`config.mk`:
```
export PLATFORM = sky130hd
export DESIGN_NAME = osdad_decoder
export DESIGN_NICKNAME = d
export VERILOG_FILES = /design/src/verilog/osdad_pkg.sv /design/src/verilog/osdad_row_store.sv /design/src/verilog/osdad_decoder.sv
export SDC_FILE = /design/constraint.sdc
export NUM_CORES = 2
export LEC_CHECK = 0
export ABC_AREA = 0
export BUFFER_PORTS_ARGS = -buffer_cell sky130_fd_sc_hd__buf_2
export CELL_PAD_IN_SITES_DETAIL_PLACEMENT = 1
export CELL_PAD_IN_SITES_GLOBAL_PLACEMENT = 1
export CORE_UTILIZATION = 50
export CTS_CLUSTER_SIZE = 28
export DETAILED_ROUTE_END_ITERATION = 8
export PLACE_DENSITY = 0.81
export SETUP_SLACK_MARGIN = 0.05
export SLEW_MARGIN = 30
export SYNTH_ARGS = -nofsm -noshare
export SYNTH_HDL_FRONTEND = slang
export SYNTH_SLANG_ARGS = --single-unit
```
`constraint.sdc`:
```
create_clock -name clk_i -period 33.6 [get_ports clk_i]
set_clock_uncertainty 0.2 [all_clocks]
set_input_delay 3.36 -clock clk_i [delete_from_list [all_inputs] [get_ports clk_i]]
set_output_delay 3.36 -clock clk_i [all_outputs]
set_load 0.01 [all_outputs]
```
`src/verilog/osdad_pkg.sv`:
```
// Package with register map, attribute codes and timing counts for the attribute decoder.
package osdad_pkg;
	localparam int          ADDR_W          = 2;
	localparam int          DATA_W          = 32;
	localparam int          COLS            = 40;
	localparam int          COL_W           = 6;
	localparam int          ROW_W           = 5;
	// Word-addressed register indices.
	localparam logic [1:0]  REG_CTRL        = 2'h0;
	localparam logic [1:0]  REG_DEFAULTS    = 2'h1;
	localparam logic [1:0]  REG_STATUS      = 2'h2;
	// Control register fields.
	localparam int          CTRL_SPS_BIT    = 0;
	localparam int          CTRL_FRINGE_BIT = 1;
	localparam int          CTRL_CONCEAL_BIT = 2;
	localparam int          CTRL_FONTSW_BIT = 3;
	localparam int          CTRL_LEVEL1_BIT = 4;
	localparam int          CTRL_BOXWIN_LSB = 5;
	localparam logic [7:0]  CTRL_RESET      = 8'h06;
	// Default colour register fields.
	localparam int          DEF_FG_LSB      = 0;
	localparam int          DEF_BG_LSB      = 4;
	localparam logic [6:0]  DEFAULTS_RESET  = 7'h07;
	// Status register fields.
	localparam int          ST_FLASH_LSB    = 0;
	localparam int          ST_PHASE_BIT    = 6;
	localparam int          ST_LOWER_BIT    = 7;
	localparam int          ST_SUPPR_BIT    = 8;
	// Serial attribute codes.
	localparam logic [7:0]  C_ALPHA_BASE    = 8'h00;
	localparam logic [7:0]  C_FLASH         = 8'h08;
	localparam logic [7:0]  C_STEADY        = 8'h09;
	localparam logic [7:0]  C_BOX_OFF       = 8'h0A;
	localparam logic [7:0]  C_BOX_ON        = 8'h0B;
	localparam logic [7:0]  C_NORMAL_H      = 8'h0C;
	localparam logic [7:0]  C_DOUBLE_H      = 8'h0D;
	localparam logic [7:0]  C_MOSAIC_BASE   = 8'h10;
	localparam logic [7:0]  C_CONCEAL       = 8'h18;
	localparam logic [7:0]  C_CONTIG        = 8'h19;
	localparam logic [7:0]  C_SEPARATED     = 8'h1A;
	localparam logic [7:0]  C_FRINGE        = 8'h1B;
	localparam logic [7:0]  C_BLACK_BG      = 8'h1C;
	localparam logic [7:0]  C_NEW_BG        = 8'h1D;
	localparam logic [7:0]  C_HOLD          = 8'h1E;
	localparam logic [7:0]  C_RELEASE       = 8'h1F;
	localparam logic [7:0]  C_SPACE         = 8'h20;
	// Parallel attribute byte fields.
	localparam int          PA_TYPE_BIT     = 7;
	localparam int          PA_BG_LSB       = 0;
	localparam int          PA_HI_BIT       = 3;
	localparam int          PA_FG_LSB       = 4;
	localparam int          PA_CSS_BIT      = 0;
	localparam int          PA_US_BIT       = 1;
	localparam int          PA_DH_BIT       = 2;
	localparam int          PA_DW_BIT       = 3;
	localparam int          PA_UH_BIT       = 4;
	localparam int          PA_BX_BIT       = 5;
	localparam int          PA_SR_BIT       = 6;
	// Row and flash timing.
	localparam logic [4:0]  ROW_LAST_PAGE   = 5'd23;
	localparam logic [5:0]  FLASH_ON_VS     = 6'd32;
	localparam logic [5:0]  FLASH_OFF_VS    = 6'd16;
	localparam logic [5:0]  FLASH_LAST      = 6'(FLASH_ON_VS + FLASH_OFF_VS - 6'd1);
	// Word kept per column for the lower half row: code, fg, bg, hi, flash, fringe, box,
	// font, separated, double height.
	localparam int          STORE_W         = 21;
	typedef enum logic [1:0] {OSDAD_BOX_NONE, OSDAD_BOX_ON, OSDAD_BOX_OFF} osdad_box_e;
endpackage : osdad_pkg

```
`src/verilog/osdad_row_store.sv`:
```
// Column store that replays the upper row's decoded characters for the lower half row.
`timescale 1ns/1ps
module osdad_row_store #(
	parameter int DEPTH = 40,
	parameter int IDX_W = 6,
	parameter int WIDTH = 21
) (
	input  wire logic             clk_i,
	input  wire logic             rst_n_i,
	input  wire logic             wr_en_i,
	input  wire logic [IDX_W-1:0] wr_idx_i,
	input  wire logic [WIDTH-1:0] wr_data_i,
	input  wire logic [IDX_W-1:0] rd_idx_i,
	output logic      [WIDTH-1:0] rd_data_o
);
	logic [WIDTH-1:0] mem_reg [DEPTH];

	genvar g;
	generate
		for (g = 0; g < DEPTH; g++) begin : g_col
			always_ff @(posedge clk_i or negedge rst_n_i) begin
				if (!rst_n_i) begin
					mem_reg[g] <= '0;
				end else if (wr_en_i && wr_idx_i == IDX_W'(g)) begin
					mem_reg[g] <= wr_data_i;
				end
			end
		end
	endgenerate

	// Out-of-range columns read as zero rather than wrapping onto a real column.
	assign rd_data_o = (rd_idx_i < IDX_W'(DEPTH)) ? mem_reg[rd_idx_i] : '0;
endmodule : osdad_row_store

```
`src/verilog/osdad_decoder.sv`:
```
// Serial and parallel attribute decoder of the on-screen display character path.
// Functional notes
// - Select bit clear gives serial attribute mode.
// - Serial attribute positions show as spaces.
// - Row defaults reload at every row start.
// - Set-at codes act now, others next.
// - Always-active codes decode in level-one mode.
// - Code 1Bh toggles fringe or second font.
// - Flash shows foreground 32 vsyncs, background 16.
// - Fringe code toggles black half-dot outline.
// - Conceal draws spaces until foreground colour.
// - Box needs two consecutive on or off.
// - Double height repeats lower halves next row.
// - Serial double height row 23 hides status.
// - Hold mosaic repeats last mosaic at attributes.
// - Select bit set gives two-byte parallel mode.
// - Parallel attribute applies to its own character.
// - Attribute MSB picks colour or shape meaning.
// - Parallel double height draws selected half only.
// - Upper-half bit honoured for top-half rows.
// - Colour byte background bits 0-2, half bit 3.
// - Parallel double height row 23 keeps status.
`timescale 1ns/1ps
module osdad_decoder (
	input  wire logic                         clk_i,
	input  wire logic                         nrst_i,
	input  wire logic [osdad_pkg::ADDR_W-1:0] avs_address_i,
	input  wire logic                         avs_read_i,
	input  wire logic                         avs_write_i,
	input  wire logic [3:0]                   avs_byteenable_i,
	input  wire logic [osdad_pkg::DATA_W-1:0] avs_writedata_i,
	output logic      [osdad_pkg::DATA_W-1:0] avs_readdata_o,
	output logic                              avs_waitrequest_o,
	input  wire logic                         vsync_i,
	input  wire logic                         row_start_i,
	input  wire logic [osdad_pkg::ROW_W-1:0]  row_i,
	input  wire logic                         char_valid_i,
	input  wire logic [7:0]                   char_code_i,
	input  wire logic [7:0]                   attr_byte_i,
	output logic                              out_valid_o,
	output logic      [7:0]                   out_code_o,
	output logic      [2:0]                   fg_o,
	output logic      [2:0]                   bg_o,
	output logic                              half_int_o,
	output logic                              fringe_o,
	output logic                              box_o,
	output logic      [2:0]                   box_window_o,
	output logic                              double_height_o,
	output logic                              upper_half_o,
	output logic                              double_width_o,
	output logic                              alt_font_o,
	output logic                              charset_ext_o,
	output logic                              separated_o,
	output logic                              rounding_o,
	output logic                              status_suppress_o
);
	import osdad_pkg::*;

	logic             rst_s1_reg, rst_n;
	logic             vs_s1_reg, vs_s2_reg, vs_s3_reg;
	logic             vs_edge;
	logic             ack_reg;
	logic             req;
	logic [7:0]       ctrl_reg;
	logic [6:0]       defaults_reg;
	logic [5:0]       flash_cnt_reg;
	logic             flash_vis;
	logic [COL_W-1:0] col_reg;
	logic             lower_row_reg, dh_row_reg, suppress_reg;
	logic [2:0]       fg_reg, bg_reg, fg_next, bg_next;
	logic             flash_reg, conceal_reg, fringe_reg, mosaic_reg, sep_reg, hold_reg;
	logic             box_reg, font_reg, dh_reg;
	logic             flash_next, conceal_next, fringe_next, mosaic_next, sep_next, hold_next;
	logic             box_next, font_next, dh_next;
	osdad_box_e       boxp_reg, boxp_next;
	logic [7:0]       held_reg, held_next;
	logic [STORE_W-1:0] word, store_rd;
	logic [2:0]       d_fg, d_bg;
	logic [7:0]       d_code;
	logic             d_hi, d_flash, d_fringe, d_box, d_font, d_sep;
	logic             d_dh, d_uh, d_dw, d_css, d_sr;
	logic             sps, is_attr;

	function automatic logic [STORE_W-1:0] pack_word(input logic [7:0] c, input logic [2:0] f,
			input logic [2:0] b, input logic [6:0] fl);
		pack_word = {c, f, b, fl};
	endfunction : pack_word

	// Reset is released through two flops so every flop leaves reset on the same edge.
	always_ff @(posedge clk_i or negedge nrst_i) begin
		if (!nrst_i) begin
			rst_s1_reg <= 1'b0;
			rst_n      <= 1'b0;
		end else begin
			rst_s1_reg <= 1'b1;
			rst_n      <= rst_s1_reg;
		end
	end

	always_ff @(posedge clk_i or negedge rst_n) begin
		if (!rst_n) begin
			vs_s1_reg <= 1'b0;
			vs_s2_reg <= 1'b0;
			vs_s3_reg <= 1'b0;
		end else begin
			vs_s1_reg <= vsync_i;
			vs_s2_reg <= vs_s1_reg;
			vs_s3_reg <= vs_s2_reg;
		end
	end
	assign vs_edge = vs_s2_reg & ~vs_s3_reg;

	// Bus slave: one wait state; reads load on the first edge, writes land when wait drops.
	assign req               = avs_read_i | avs_write_i;
	assign avs_waitrequest_o = req & ~ack_reg;

	always_ff @(posedge clk_i or negedge rst_n) begin
		if (!rst_n) begin
			ack_reg        <= 1'b0;
			avs_readdata_o <= '0;
		end else begin
			ack_reg <= req & ~ack_reg;
			if (avs_read_i && !ack_reg) begin
				case (avs_address_i)
					REG_CTRL:     avs_readdata_o <= DATA_W'(ctrl_reg);
					REG_DEFAULTS: avs_readdata_o <= DATA_W'(defaults_reg);
					REG_STATUS:   avs_readdata_o <= DATA_W'({suppress_reg, lower_row_reg,
							flash_vis, flash_cnt_reg});
					default:      avs_readdata_o <= '0;
				endcase
			end
		end
	end

	always_ff @(posedge clk_i or negedge rst_n) begin
		if (!rst_n) begin
			ctrl_reg     <= CTRL_RESET;
			defaults_reg <= DEFAULTS_RESET;
		end else if (avs_write_i && ack_reg && avs_byteenable_i[0]) begin
			if (avs_address_i == REG_CTRL) begin
				ctrl_reg <= avs_writedata_i[7:0];
			end
			if (avs_address_i == REG_DEFAULTS) begin
				defaults_reg <= avs_writedata_i[6:0];
			end
		end
	end
	assign sps = ctrl_reg[CTRL_SPS_BIT];

	// One frame counter for the whole screen keeps all flashing text in step.
	always_ff @(posedge clk_i or negedge rst_n) begin
		if (!rst_n) begin
			flash_cnt_reg <= '0;
		end else if (vs_edge) begin
			flash_cnt_reg <= (flash_cnt_reg == FLASH_LAST) ? 6'h00 : flash_cnt_reg + 6'h01;
		end
	end
	assign flash_vis = flash_cnt_reg < FLASH_ON_VS;

	// Row bookkeeping: column, lower-half row and status-row suppression.
	always_ff @(posedge clk_i or negedge rst_n) begin
		if (!rst_n) begin
			col_reg       <= '0;
			lower_row_reg <= 1'b0;
			dh_row_reg    <= 1'b0;
			suppress_reg  <= 1'b0;
		end else begin
			// A new frame gives the status row back, but a row-23 code in that cycle wins.
			if (vs_edge) begin
				suppress_reg <= 1'b0;
			end
			if (row_start_i) begin
				col_reg       <= '0;
				lower_row_reg <= dh_row_reg & ~lower_row_reg;
				dh_row_reg    <= 1'b0;
			end else if (char_valid_i) begin
				col_reg <= col_reg + COL_W'(1);
				if (!sps && !lower_row_reg && char_code_i == C_DOUBLE_H) begin
					dh_row_reg <= 1'b1;
					if (row_i == ROW_LAST_PAGE) begin
						suppress_reg <= 1'b1;
					end
				end
			end
		end
	end

	assign is_attr = char_code_i < C_SPACE;

	// Serial decode: d_ values shape this character, _next values the following ones.
	always_comb begin
		fg_next    = fg_reg;
		bg_next    = bg_reg;
		flash_next = flash_reg;
		conceal_next = conceal_reg;
		fringe_next = fringe_reg;
		mosaic_next = mosaic_reg;
		sep_next   = sep_reg;
		hold_next  = hold_reg;
		box_next   = box_reg;
		font_next  = font_reg;
		dh_next    = dh_reg;
		boxp_next  = OSDAD_BOX_NONE;
		held_next  = held_reg;
		if (is_attr) begin
			case (char_code_i)
				C_STEADY:    flash_next = 1'b0;
				C_NORMAL_H:  dh_next = 1'b0;
				C_CONCEAL:   conceal_next = 1'b1;
				C_CONTIG:    sep_next = 1'b0;
				C_SEPARATED: sep_next = 1'b1;
				C_BLACK_BG:  bg_next = 3'h0;
				C_NEW_BG:    bg_next = fg_reg;
				C_HOLD:      hold_next = 1'b1;
				default:     ;
			endcase
		end
		// Set-at effects already reach the attribute position itself.
		d_bg    = bg_next;
		d_flash = flash_next;
		d_sep   = sep_next;
		d_fg    = fg_reg;
		d_fringe = fringe_reg;
		d_box   = box_reg;
		d_font  = font_reg;
		d_hi    = 1'b0;
		d_dh    = dh_next;
		d_uh    = dh_next;
		d_dw    = 1'b0;
		d_css   = 1'b0;
		d_sr    = 1'b0;
		if (is_attr) begin
			d_code = hold_next ? held_reg : C_SPACE;
		end else if (conceal_next && ctrl_reg[CTRL_CONCEAL_BIT]) begin
			d_code = C_SPACE;
		end else begin
			d_code = char_code_i;
		end
		if (!is_attr && mosaic_reg) begin
			held_next = char_code_i;
		end
		if (is_attr) begin
			if (char_code_i[7:3] == C_ALPHA_BASE[7:3] || char_code_i[7:3] == C_MOSAIC_BASE[7:3]) begin
				fg_next      = char_code_i[2:0];
				mosaic_next  = char_code_i[4];
				conceal_next = 1'b0;
			end
			case (char_code_i)
				C_FLASH:    flash_next = 1'b1;
				C_BOX_ON: begin
					boxp_next = OSDAD_BOX_ON;
					if (boxp_reg == OSDAD_BOX_ON) begin
						box_next = 1'b1;
					end
				end
				C_BOX_OFF: begin
					boxp_next = OSDAD_BOX_OFF;
					if (boxp_reg == OSDAD_BOX_OFF) begin
						box_next = 1'b0;
					end
				end
				C_DOUBLE_H: dh_next = 1'b1;
				// Fringe and black-mosaic stay live in level-one text mode.
				C_FRINGE: begin
					fringe_next = fringe_reg ^ ctrl_reg[CTRL_FRINGE_BIT];
					font_next   = font_reg ^ ctrl_reg[CTRL_FONTSW_BIT];
				end
				C_RELEASE:  hold_next = 1'b0;
				default:    ;
			endcase
		end
		// Parallel mode: the attribute byte shapes only its own character.
		if (sps) begin
			d_code   = char_code_i;
			d_fg     = defaults_reg[DEF_FG_LSB +: 3];
			d_bg     = defaults_reg[DEF_BG_LSB +: 3];
			d_flash  = 1'b0;
			d_fringe = 1'b0;
			d_font   = 1'b0;
			d_box    = 1'b0;
			d_sep    = 1'b0;
			d_dh     = 1'b0;
			d_uh     = 1'b0;
			if (!attr_byte_i[PA_TYPE_BIT]) begin
				d_bg = attr_byte_i[PA_BG_LSB +: 3];
				d_hi = attr_byte_i[PA_HI_BIT];
				d_fg = attr_byte_i[PA_FG_LSB +: 3];
			end else begin
				d_css = attr_byte_i[PA_CSS_BIT];
				d_sep = attr_byte_i[PA_US_BIT];
				d_dh  = attr_byte_i[PA_DH_BIT];
				d_dw  = attr_byte_i[PA_DW_BIT];
				d_uh  = attr_byte_i[PA_DH_BIT] & attr_byte_i[PA_UH_BIT];
				d_box = attr_byte_i[PA_BX_BIT];
				d_sr  = attr_byte_i[PA_SR_BIT];
			end
		end
		word = pack_word(d_code, d_fg, d_bg,
				{d_hi, d_flash, d_fringe, d_box, d_font, d_sep, d_dh});
	end

	// Serial state: row defaults at row start, decoded updates per character.
	always_ff @(posedge clk_i or negedge rst_n) begin
		if (!rst_n) begin
			fg_reg      <= 3'h7;
			bg_reg      <= 3'h0;
			flash_reg   <= 1'b0;
			conceal_reg <= 1'b0;
			fringe_reg  <= 1'b0;
			mosaic_reg  <= 1'b0;
			sep_reg     <= 1'b0;
			hold_reg    <= 1'b0;
			box_reg     <= 1'b0;
			font_reg    <= 1'b0;
			dh_reg      <= 1'b0;
			boxp_reg    <= OSDAD_BOX_NONE;
			held_reg    <= C_SPACE;
		end else if (row_start_i) begin
			fg_reg      <= defaults_reg[DEF_FG_LSB +: 3];
			bg_reg      <= defaults_reg[DEF_BG_LSB +: 3];
			flash_reg   <= 1'b0;
			conceal_reg <= 1'b0;
			fringe_reg  <= 1'b0;
			mosaic_reg  <= 1'b0;
			sep_reg     <= 1'b0;
			hold_reg    <= 1'b0;
			box_reg     <= 1'b0;
			font_reg    <= 1'b0;
			dh_reg      <= 1'b0;
			boxp_reg    <= OSDAD_BOX_NONE;
			held_reg    <= C_SPACE;
		end else if (char_valid_i && !sps) begin
			fg_reg      <= fg_next;
			bg_reg      <= bg_next;
			flash_reg   <= flash_next;
			conceal_reg <= conceal_next;
			fringe_reg  <= fringe_next;
			mosaic_reg  <= mosaic_next;
			sep_reg     <= sep_next;
			hold_reg    <= hold_next;
			box_reg     <= box_next;
			font_reg    <= font_next;
			dh_reg      <= dh_next;
			boxp_reg    <= boxp_next;
			held_reg    <= held_next;
		end
	end

	osdad_row_store #(
		.DEPTH(COLS),
		.IDX_W(COL_W),
		.WIDTH(STORE_W)
	) u_store (
		.clk_i    (clk_i),
		.rst_n_i  (rst_n),
		.wr_en_i  (char_valid_i & ~lower_row_reg & ~row_start_i),
		.wr_idx_i (col_reg),
		.wr_data_i(word),
		.rd_idx_i (col_reg),
		.rd_data_o(store_rd)
	);

	// Output stage; a lower-half row replays the stored word and drops its own input.
	always_ff @(posedge clk_i or negedge rst_n) begin
		if (!rst_n) begin
			out_valid_o     <= 1'b0;
			out_code_o      <= C_SPACE;
			fg_o            <= 3'h0;
			bg_o            <= 3'h0;
			half_int_o      <= 1'b0;
			fringe_o        <= 1'b0;
			box_o           <= 1'b0;
			box_window_o    <= 3'h0;
			double_height_o <= 1'b0;
			upper_half_o    <= 1'b0;
			double_width_o  <= 1'b0;
			alt_font_o      <= 1'b0;
			charset_ext_o   <= 1'b0;
			separated_o     <= 1'b0;
			rounding_o      <= 1'b0;
		end else begin
			out_valid_o <= char_valid_i & ~row_start_i;
			if (char_valid_i && !row_start_i) begin
				if (lower_row_reg && !sps) begin
					out_code_o      <= store_rd[20:13];
					fg_o            <= (store_rd[5] && !flash_vis) ? store_rd[9:7] : store_rd[12:10];
					bg_o            <= store_rd[9:7];
					half_int_o      <= store_rd[6];
					fringe_o        <= store_rd[4];
					box_o           <= store_rd[3] & ~ctrl_reg[CTRL_LEVEL1_BIT];
					alt_font_o      <= store_rd[2];
					separated_o     <= store_rd[1];
					double_height_o <= store_rd[0];
					upper_half_o    <= 1'b0;
					double_width_o  <= 1'b0;
					charset_ext_o   <= 1'b0;
					rounding_o      <= 1'b0;
				end else begin
					out_code_o      <= d_code;
					fg_o            <= (d_flash && !flash_vis) ? d_bg : d_fg;
					bg_o            <= d_bg;
					half_int_o      <= d_hi;
					fringe_o        <= d_fringe;
					box_o           <= d_box & (sps | ~ctrl_reg[CTRL_LEVEL1_BIT]);
					alt_font_o      <= d_font;
					separated_o     <= d_sep;
					double_height_o <= d_dh;
					upper_half_o    <= d_uh;
					double_width_o  <= d_dw;
					charset_ext_o   <= d_css;
					rounding_o      <= d_sr;
				end
			end
			box_window_o <= ctrl_reg[CTRL_BOXWIN_LSB +: 3];
		end
	end
	assign status_suppress_o = suppress_reg;
endmodule : osdad_decoder

```
== Yosys cells after proc, flatten, opt, wreduce, memory -nomap -nowiden ==
Index checks and enable logic that the tools add are counted.

* Bits in registers: 961
* Latch bits: 0
* Memory bits (writable): 0
* Memory bits (read-only): 0
* Input port bits: 66
* Output and inout port bits: 62
* Word-level logic and storage cells: 365
* Memories kept: 0

* Add/sub/neg operators: 2
* $mul: 0
* Div/mod/pow operators: 0
* $lt $le $gt $ge: 4
* Equal/unequal tests: 62
* Shift-type cells: 0
* Mux-type cells: 119
* Bitwise logic cells: 19
* Reduce and logical (&&, ||, !) cells: 77

{| class="wikitable"
|+ Operators with widths
! kind !! count
|-
| binary-select mux 21 bit (select 6 bit) || 1
|-
| == test 6 x 5 -> 1 bit (second input constant) || 16
|-
| two-way mux 1 bit || 81
|-
| == test 8 x 5 -> 1 bit (second input constant) || 8
|-
| two-way mux 8 bit || 8
|-
| two-way mux 21 bit || 3
|-
| == test 6 bit (second input constant) || 9
|-
| logical AND 1 bit || 52
|-
| == test 6 x 4 -> 1 bit (second input constant) || 8
|-
| == test 8 x 4 -> 1 bit (second input constant) || 6
|-
| two-way mux 3 bit || 15
|-
| one-hot mux 9 bit (3 select lines) || 1
|-
| == test 6 x 3 -> 1 bit (second input constant) || 4
|-
| two-way mux 6 bit || 3
|-
| nonzero test 2 bit || 7
|-
| adder 6 x 1 -> 6 bit (second input constant) || 2
|-
| == test 6 x 2 -> 1 bit (second input constant) || 2
|-
| less-than comparator 6 bit (second input constant) || 2
|-
| bitwise AND 1 bit || 9
|-
| less-than comparator 8 x 6 -> 1 bit (second input constant) || 1
|-
| AND reduction 2 bit || 4
|-
| >= comparator 7 bit (second input constant) || 1
|-
| inverter 6 -> 7 bit || 1
|-
| == test 6 x 1 -> 1 bit (second input constant) || 1
|-
| other kinds (20) || 38
|}

== Depth between registers and ports, before layout ==
* Depth in word-level cells: 8
* Depth in mapped cells: 13
* Gate-level depth less buffers: 7

== Hierarchy ==
From an unflattened synthesis, not the netlist that was laid out.

* Cells, all modules: 3074
* Area total of the unflattened synthesis: 43744.5 um2

{| class="wikitable"
|+ Modules (own cells, without submodules)
! module !! instances !! cells an instance !! area each (um2) !! seq. area each (um2)
|-
| osdad_row_store || 1 || 2559 || 38625.8 || 21020.2
|-
| osdad_decoder || 1 || 515 || 5118.7 || 2464.9
|}

== Worst setup path before layout ==
OpenSTA, ideal clock, no wires.

* Path kind: input-to-output
* Start point: input port avs_write_i
* End point: output port avs_waitrequest_o
* Arrival: 3.569 ns
* Required time: 30.040 ns
* Path slack: 26.471 ns
* Cell stages on the path: 2
* Buffers on the path: 0
* Cell sequence: nor2_1 > nor2_1

* Word-level cells in the longest chain between the ends: 2

{| class="wikitable"
|+ Ends and longest elaborated chain
! element !! line !! source
|-
| start, declared || osdad_decoder.sv:29 || <nowiki>input wire logic avs_write_i,</nowiki>
|-
| OR 1 bit || osdad_decoder.sv:114 || <nowiki>assign req = avs_read_i | avs_write_i;</nowiki>
|-
| bitwise AND 1 bit || osdad_decoder.sv:115 || <nowiki>assign avs_waitrequest_o = req & ~ack_reg;</nowiki>
|-
| end, declared || osdad_decoder.sv:33 || <nowiki>output logic avs_waitrequest_o,</nowiki>
|}

Every way passes these cells.

== Worst setup path after layout ==
Ends and elaborated chain as after synthesis.

==> summary.md <==
| Metric | Value |
|---|---|
| # DRC | `0` |
| Final WL | `~120 mm` |
| Share of cells above drive strength 1 | `0.162` |
| Vias | `between 30000 and 40000` |
| Commonest non-fill, non-tap cell in the layout | `nand2_1` |
| Delay-heaviest family, CP | `buffers and inverters` |
| Setup crit start kind | `primary input` |
| Die Y | `290 um` |
| HP Class | `register to asynchronous set/reset pin` |
| RSZ-0062 raised after global routing | `false` |
| GRT Resource Usage Total | `0.294` |
| DR vias/cell | `just over 6` |
| Worst-Margin Slew | `approximately 1.0 ns` |
| Cts bufs inserted | `99` |
| Filler cell count | `between 8000 and 9000` |
| DRT Pass-1 Iters | `5` |
| Worst VDD drop | `0.0000389 V` |
| FMAX | `between 100 and 150 MHz` |
| Critical path, cell by cell | `buf_2 -> nor2_1 -> nor2_1 -> buf_2` |
| H-tree depth | `3` |
| Final critical-path required period | `7.32 ns` |
| Fin. max-slew vios | `0` |
| Worst slew margin | `0.309` |
| # setup viols final | `0` |
| Clk Latency, worst-skew pair | `0.66 ns` |
| Largest net degree at the start of global routing | `approximately 170` |
| Starting Density | `0.505` |
| Tcrit/Tclk final | `0.218` |
| Synth Warn # | `0` |
| Mapped cell area | `between 40000 and 50000 um^2` |
| Clock-pin slew on the worst setup and hold paths | `approximately 0.06 ns` |
| Post-CTS setup buffers | `0` |
| Worst path slowest cell | `buf_2` |
| CP Buf/Inv Count | `2` |
| CP peak stage delay | `~0.14 ns` |
| Flop and latch count out of synthesis | `938` |
| First-pass GRT wire length | `roughly 190 mm` |
| Max Fanout on Critical Path | `2` |
| Final Hold Fails | `0` |
| Post-synthesis cell type count | `between 60 and 70` |
| Longest Clk Path Bufs | `3` |
| Worst setup margin | `26.28 ns` |
| Async S/R FF share, synth | `1.00` |
| Overflow after GRT | `0` |
| Initial antenna violation count | `2` |
| Post-synth EDFFs | `0` |
| I/O Buffers | `77` |
| Max-Cap Viols | `0` |
| Commonest non-fill, non-tap cells in the layout | `nand2_1 (924), dfrtp_1 (923), o21ai_0 (649), o21ai_1 (228), mux4_2 (202)` |
| Mapped Cells | `roughly 3800` |
| Routed len/inst | `about 25 um` |
| Clk sink count | `about 940` |
| Number of global-route vias before repair | `around 32000` |
| Hold_buf cts | `0` |
| Die Area | `around 84000 um^2` |
| Pleak | `about 20 nW` |
| Sequential area share after synthesis | `0.567` |
| Initial DRC count | `approximately 2300` |
| RePlAce Congestion | `approximately 0.81` |
| Outcome | `finished clean` |
| CP Capture Type | `output pin` |
| I/O Pins | `128` |
| CTS tree | `yes` |
| WP data arrival | `between 3 and 4 ns` |
| FP Rows | `between 100 and 150` |
| Critical Setup Path Class | `primary input to output pin` |
| Max FFs per register | `840` |
| Resized Gates After CTS | `0` |
| Chip width | `between 200 and 300 um` |
| Worst Path Required | `~30 ns` |
| Net count, final | `about 3800` |
| PwrDens | `around 57 nW/um^2` |
| Post-place setup slack | `between 20 and 30 ns` |
| Post-route setup TNS | `0 ns` |
| Post-synth top flop | `dfrtp_1` |
| Hpwl dp | `70.3 mm` |
| Syn Area/Cell | `roughly 11 um^2` |
| Core area | `82100 um^2` |
| Area delta synth->final | `10.8%` |
| Post-route ant nets | `0` |
| CTS root buffer | `clkbuf_16` |
==> layer usage <==
layer / share of wire / track usage
met1: 0.42 / 0.390
met2: 0.50 / 0.499
met3: 0.055 / 0.0476
met4: 0.022 / 0.0944
met5: 0.00095 / 0
==> final timing paths <==
path,from,to,slack (ns),cells past startpoint
min in group clk_i,rst_s1_reg,rst_n,0.15,0
worst max register to register,col_reg[1],fg_o[1],28.93,8
worst min register to register,rst_n,u_store.mem_reg[633],0.02,0
worst max-delay path,avs_write_i,avs_waitrequest_o,26.28,4
max in group asynchronous,rst_n,u_store.mem_reg[123],29.23,5
worst min-delay path,rst_n,u_store.mem_reg[633],0.02,0
==> stage by stage <==
step | hold slack [ns] | cells | instance area [um^2] | utilization | power [mW]
floorplan | 0.131 | 3833 | 41500 | - | 1.40
global placement | 0.135 | 4664 | 42300 | 0.515 | 1.49
detailed placement | 0.138 | 4665 | 42400 | 0.516 | 1.50
CTS | 0.151 | 4840 | 45700 | 0.557 | 2.63
global route | 0.0548 | 4842 | 45900 | 0.559 | 2.70
finish | 0.0206 | 4843 | 45900 | 0.559 | 2.62
==> cell families (layout without fill, tap and decap cells) <==
kind of cell,Yosys count,after routing,share of synthesized area
AOI/OAI and AO/OA,1015,1015,0.130
xor gates and xnor gates,10,10,0.00211
adders and majority gates,5,5,0.00151
buffers and inverters,390,329,0.0426
DFF,938,938,0.567
muxes,344,344,0.150
other,2,25,0.000181
and+or+nand+nor,1107,1107,0.107
==> worst register-to-register path, stage by stage, from the launching register on <==
cell,delay [ns]
dfrtp_4,0.77
buf_4,0.81
buf_4,0.88
mux4_2,0.50
mux2_2,0.31
nand2_1,0.13
o2111ai_1,0.28
a2111oi_0,0.55
a211oi_1,0.11
==> cell type report <==
type	instances	area [um^2]	area share
antenna	1	2.50	0.0000545
clock buffer	139	2880	0.0627
clock inverter	36	445	0.00970
inverter	13	48.8	0.00106
multi-input combinational	2505	16800	0.365
sequential	938	23500	0.512
tap	1070	1340	0.0291
timing repair buffer	141	970	0.0211
==> synthesized netlist by cell type, drive strengths merged (2+ instances only) <==
master,instances,area (um^2)
and2,10,62.6
mux2i,98,981
mux4,215,4890
nand3b,3,22.5
a21oi,42,210
nand4,8,50.1
or2,4,25.0
nor2b,12,75.1
o211ai,10,75.1
dfstp,10,263
a21boi,2,15.0
conb,2,7.51
a22o,20,175
nand2b,3,18.8
a211oi,5,37.5
a31oi,5,31.3
nand2,924,3470
buf,98,669
mux2,31,349
xnor2,4,35.0
a2bb2oi,2,17.5
nand3,52,260
or3,3,18.8
and3,7,43.8
ha,5,62.6
dfrtp,928,23200
o21a,3,22.5
inv,13,48.8
o22ai,2,12.5
o21ai,878,4390
or3b,2,17.5
nor2,62,233
xor2,6,52.6
nor3,7,35.0
o31ai,5,37.5
nor4b,2,38.8
o2111ai,5,43.8
a21o,2,15.0
a22oi,25,208
clkbuf,279,1050
nor4,5,43.8
==> report_power, final <==
part	switching, mW	leakage [nW]	total (mW)	internal, mW
clock network	0.461	1.65	1.13	0.671
logic	0.184	5.08	0.273	0.0888
registers	0.0375	12.9	1.21	1.18
total	0.683	19.7	2.62	1.94
Power figures use the tool's default switching activity.
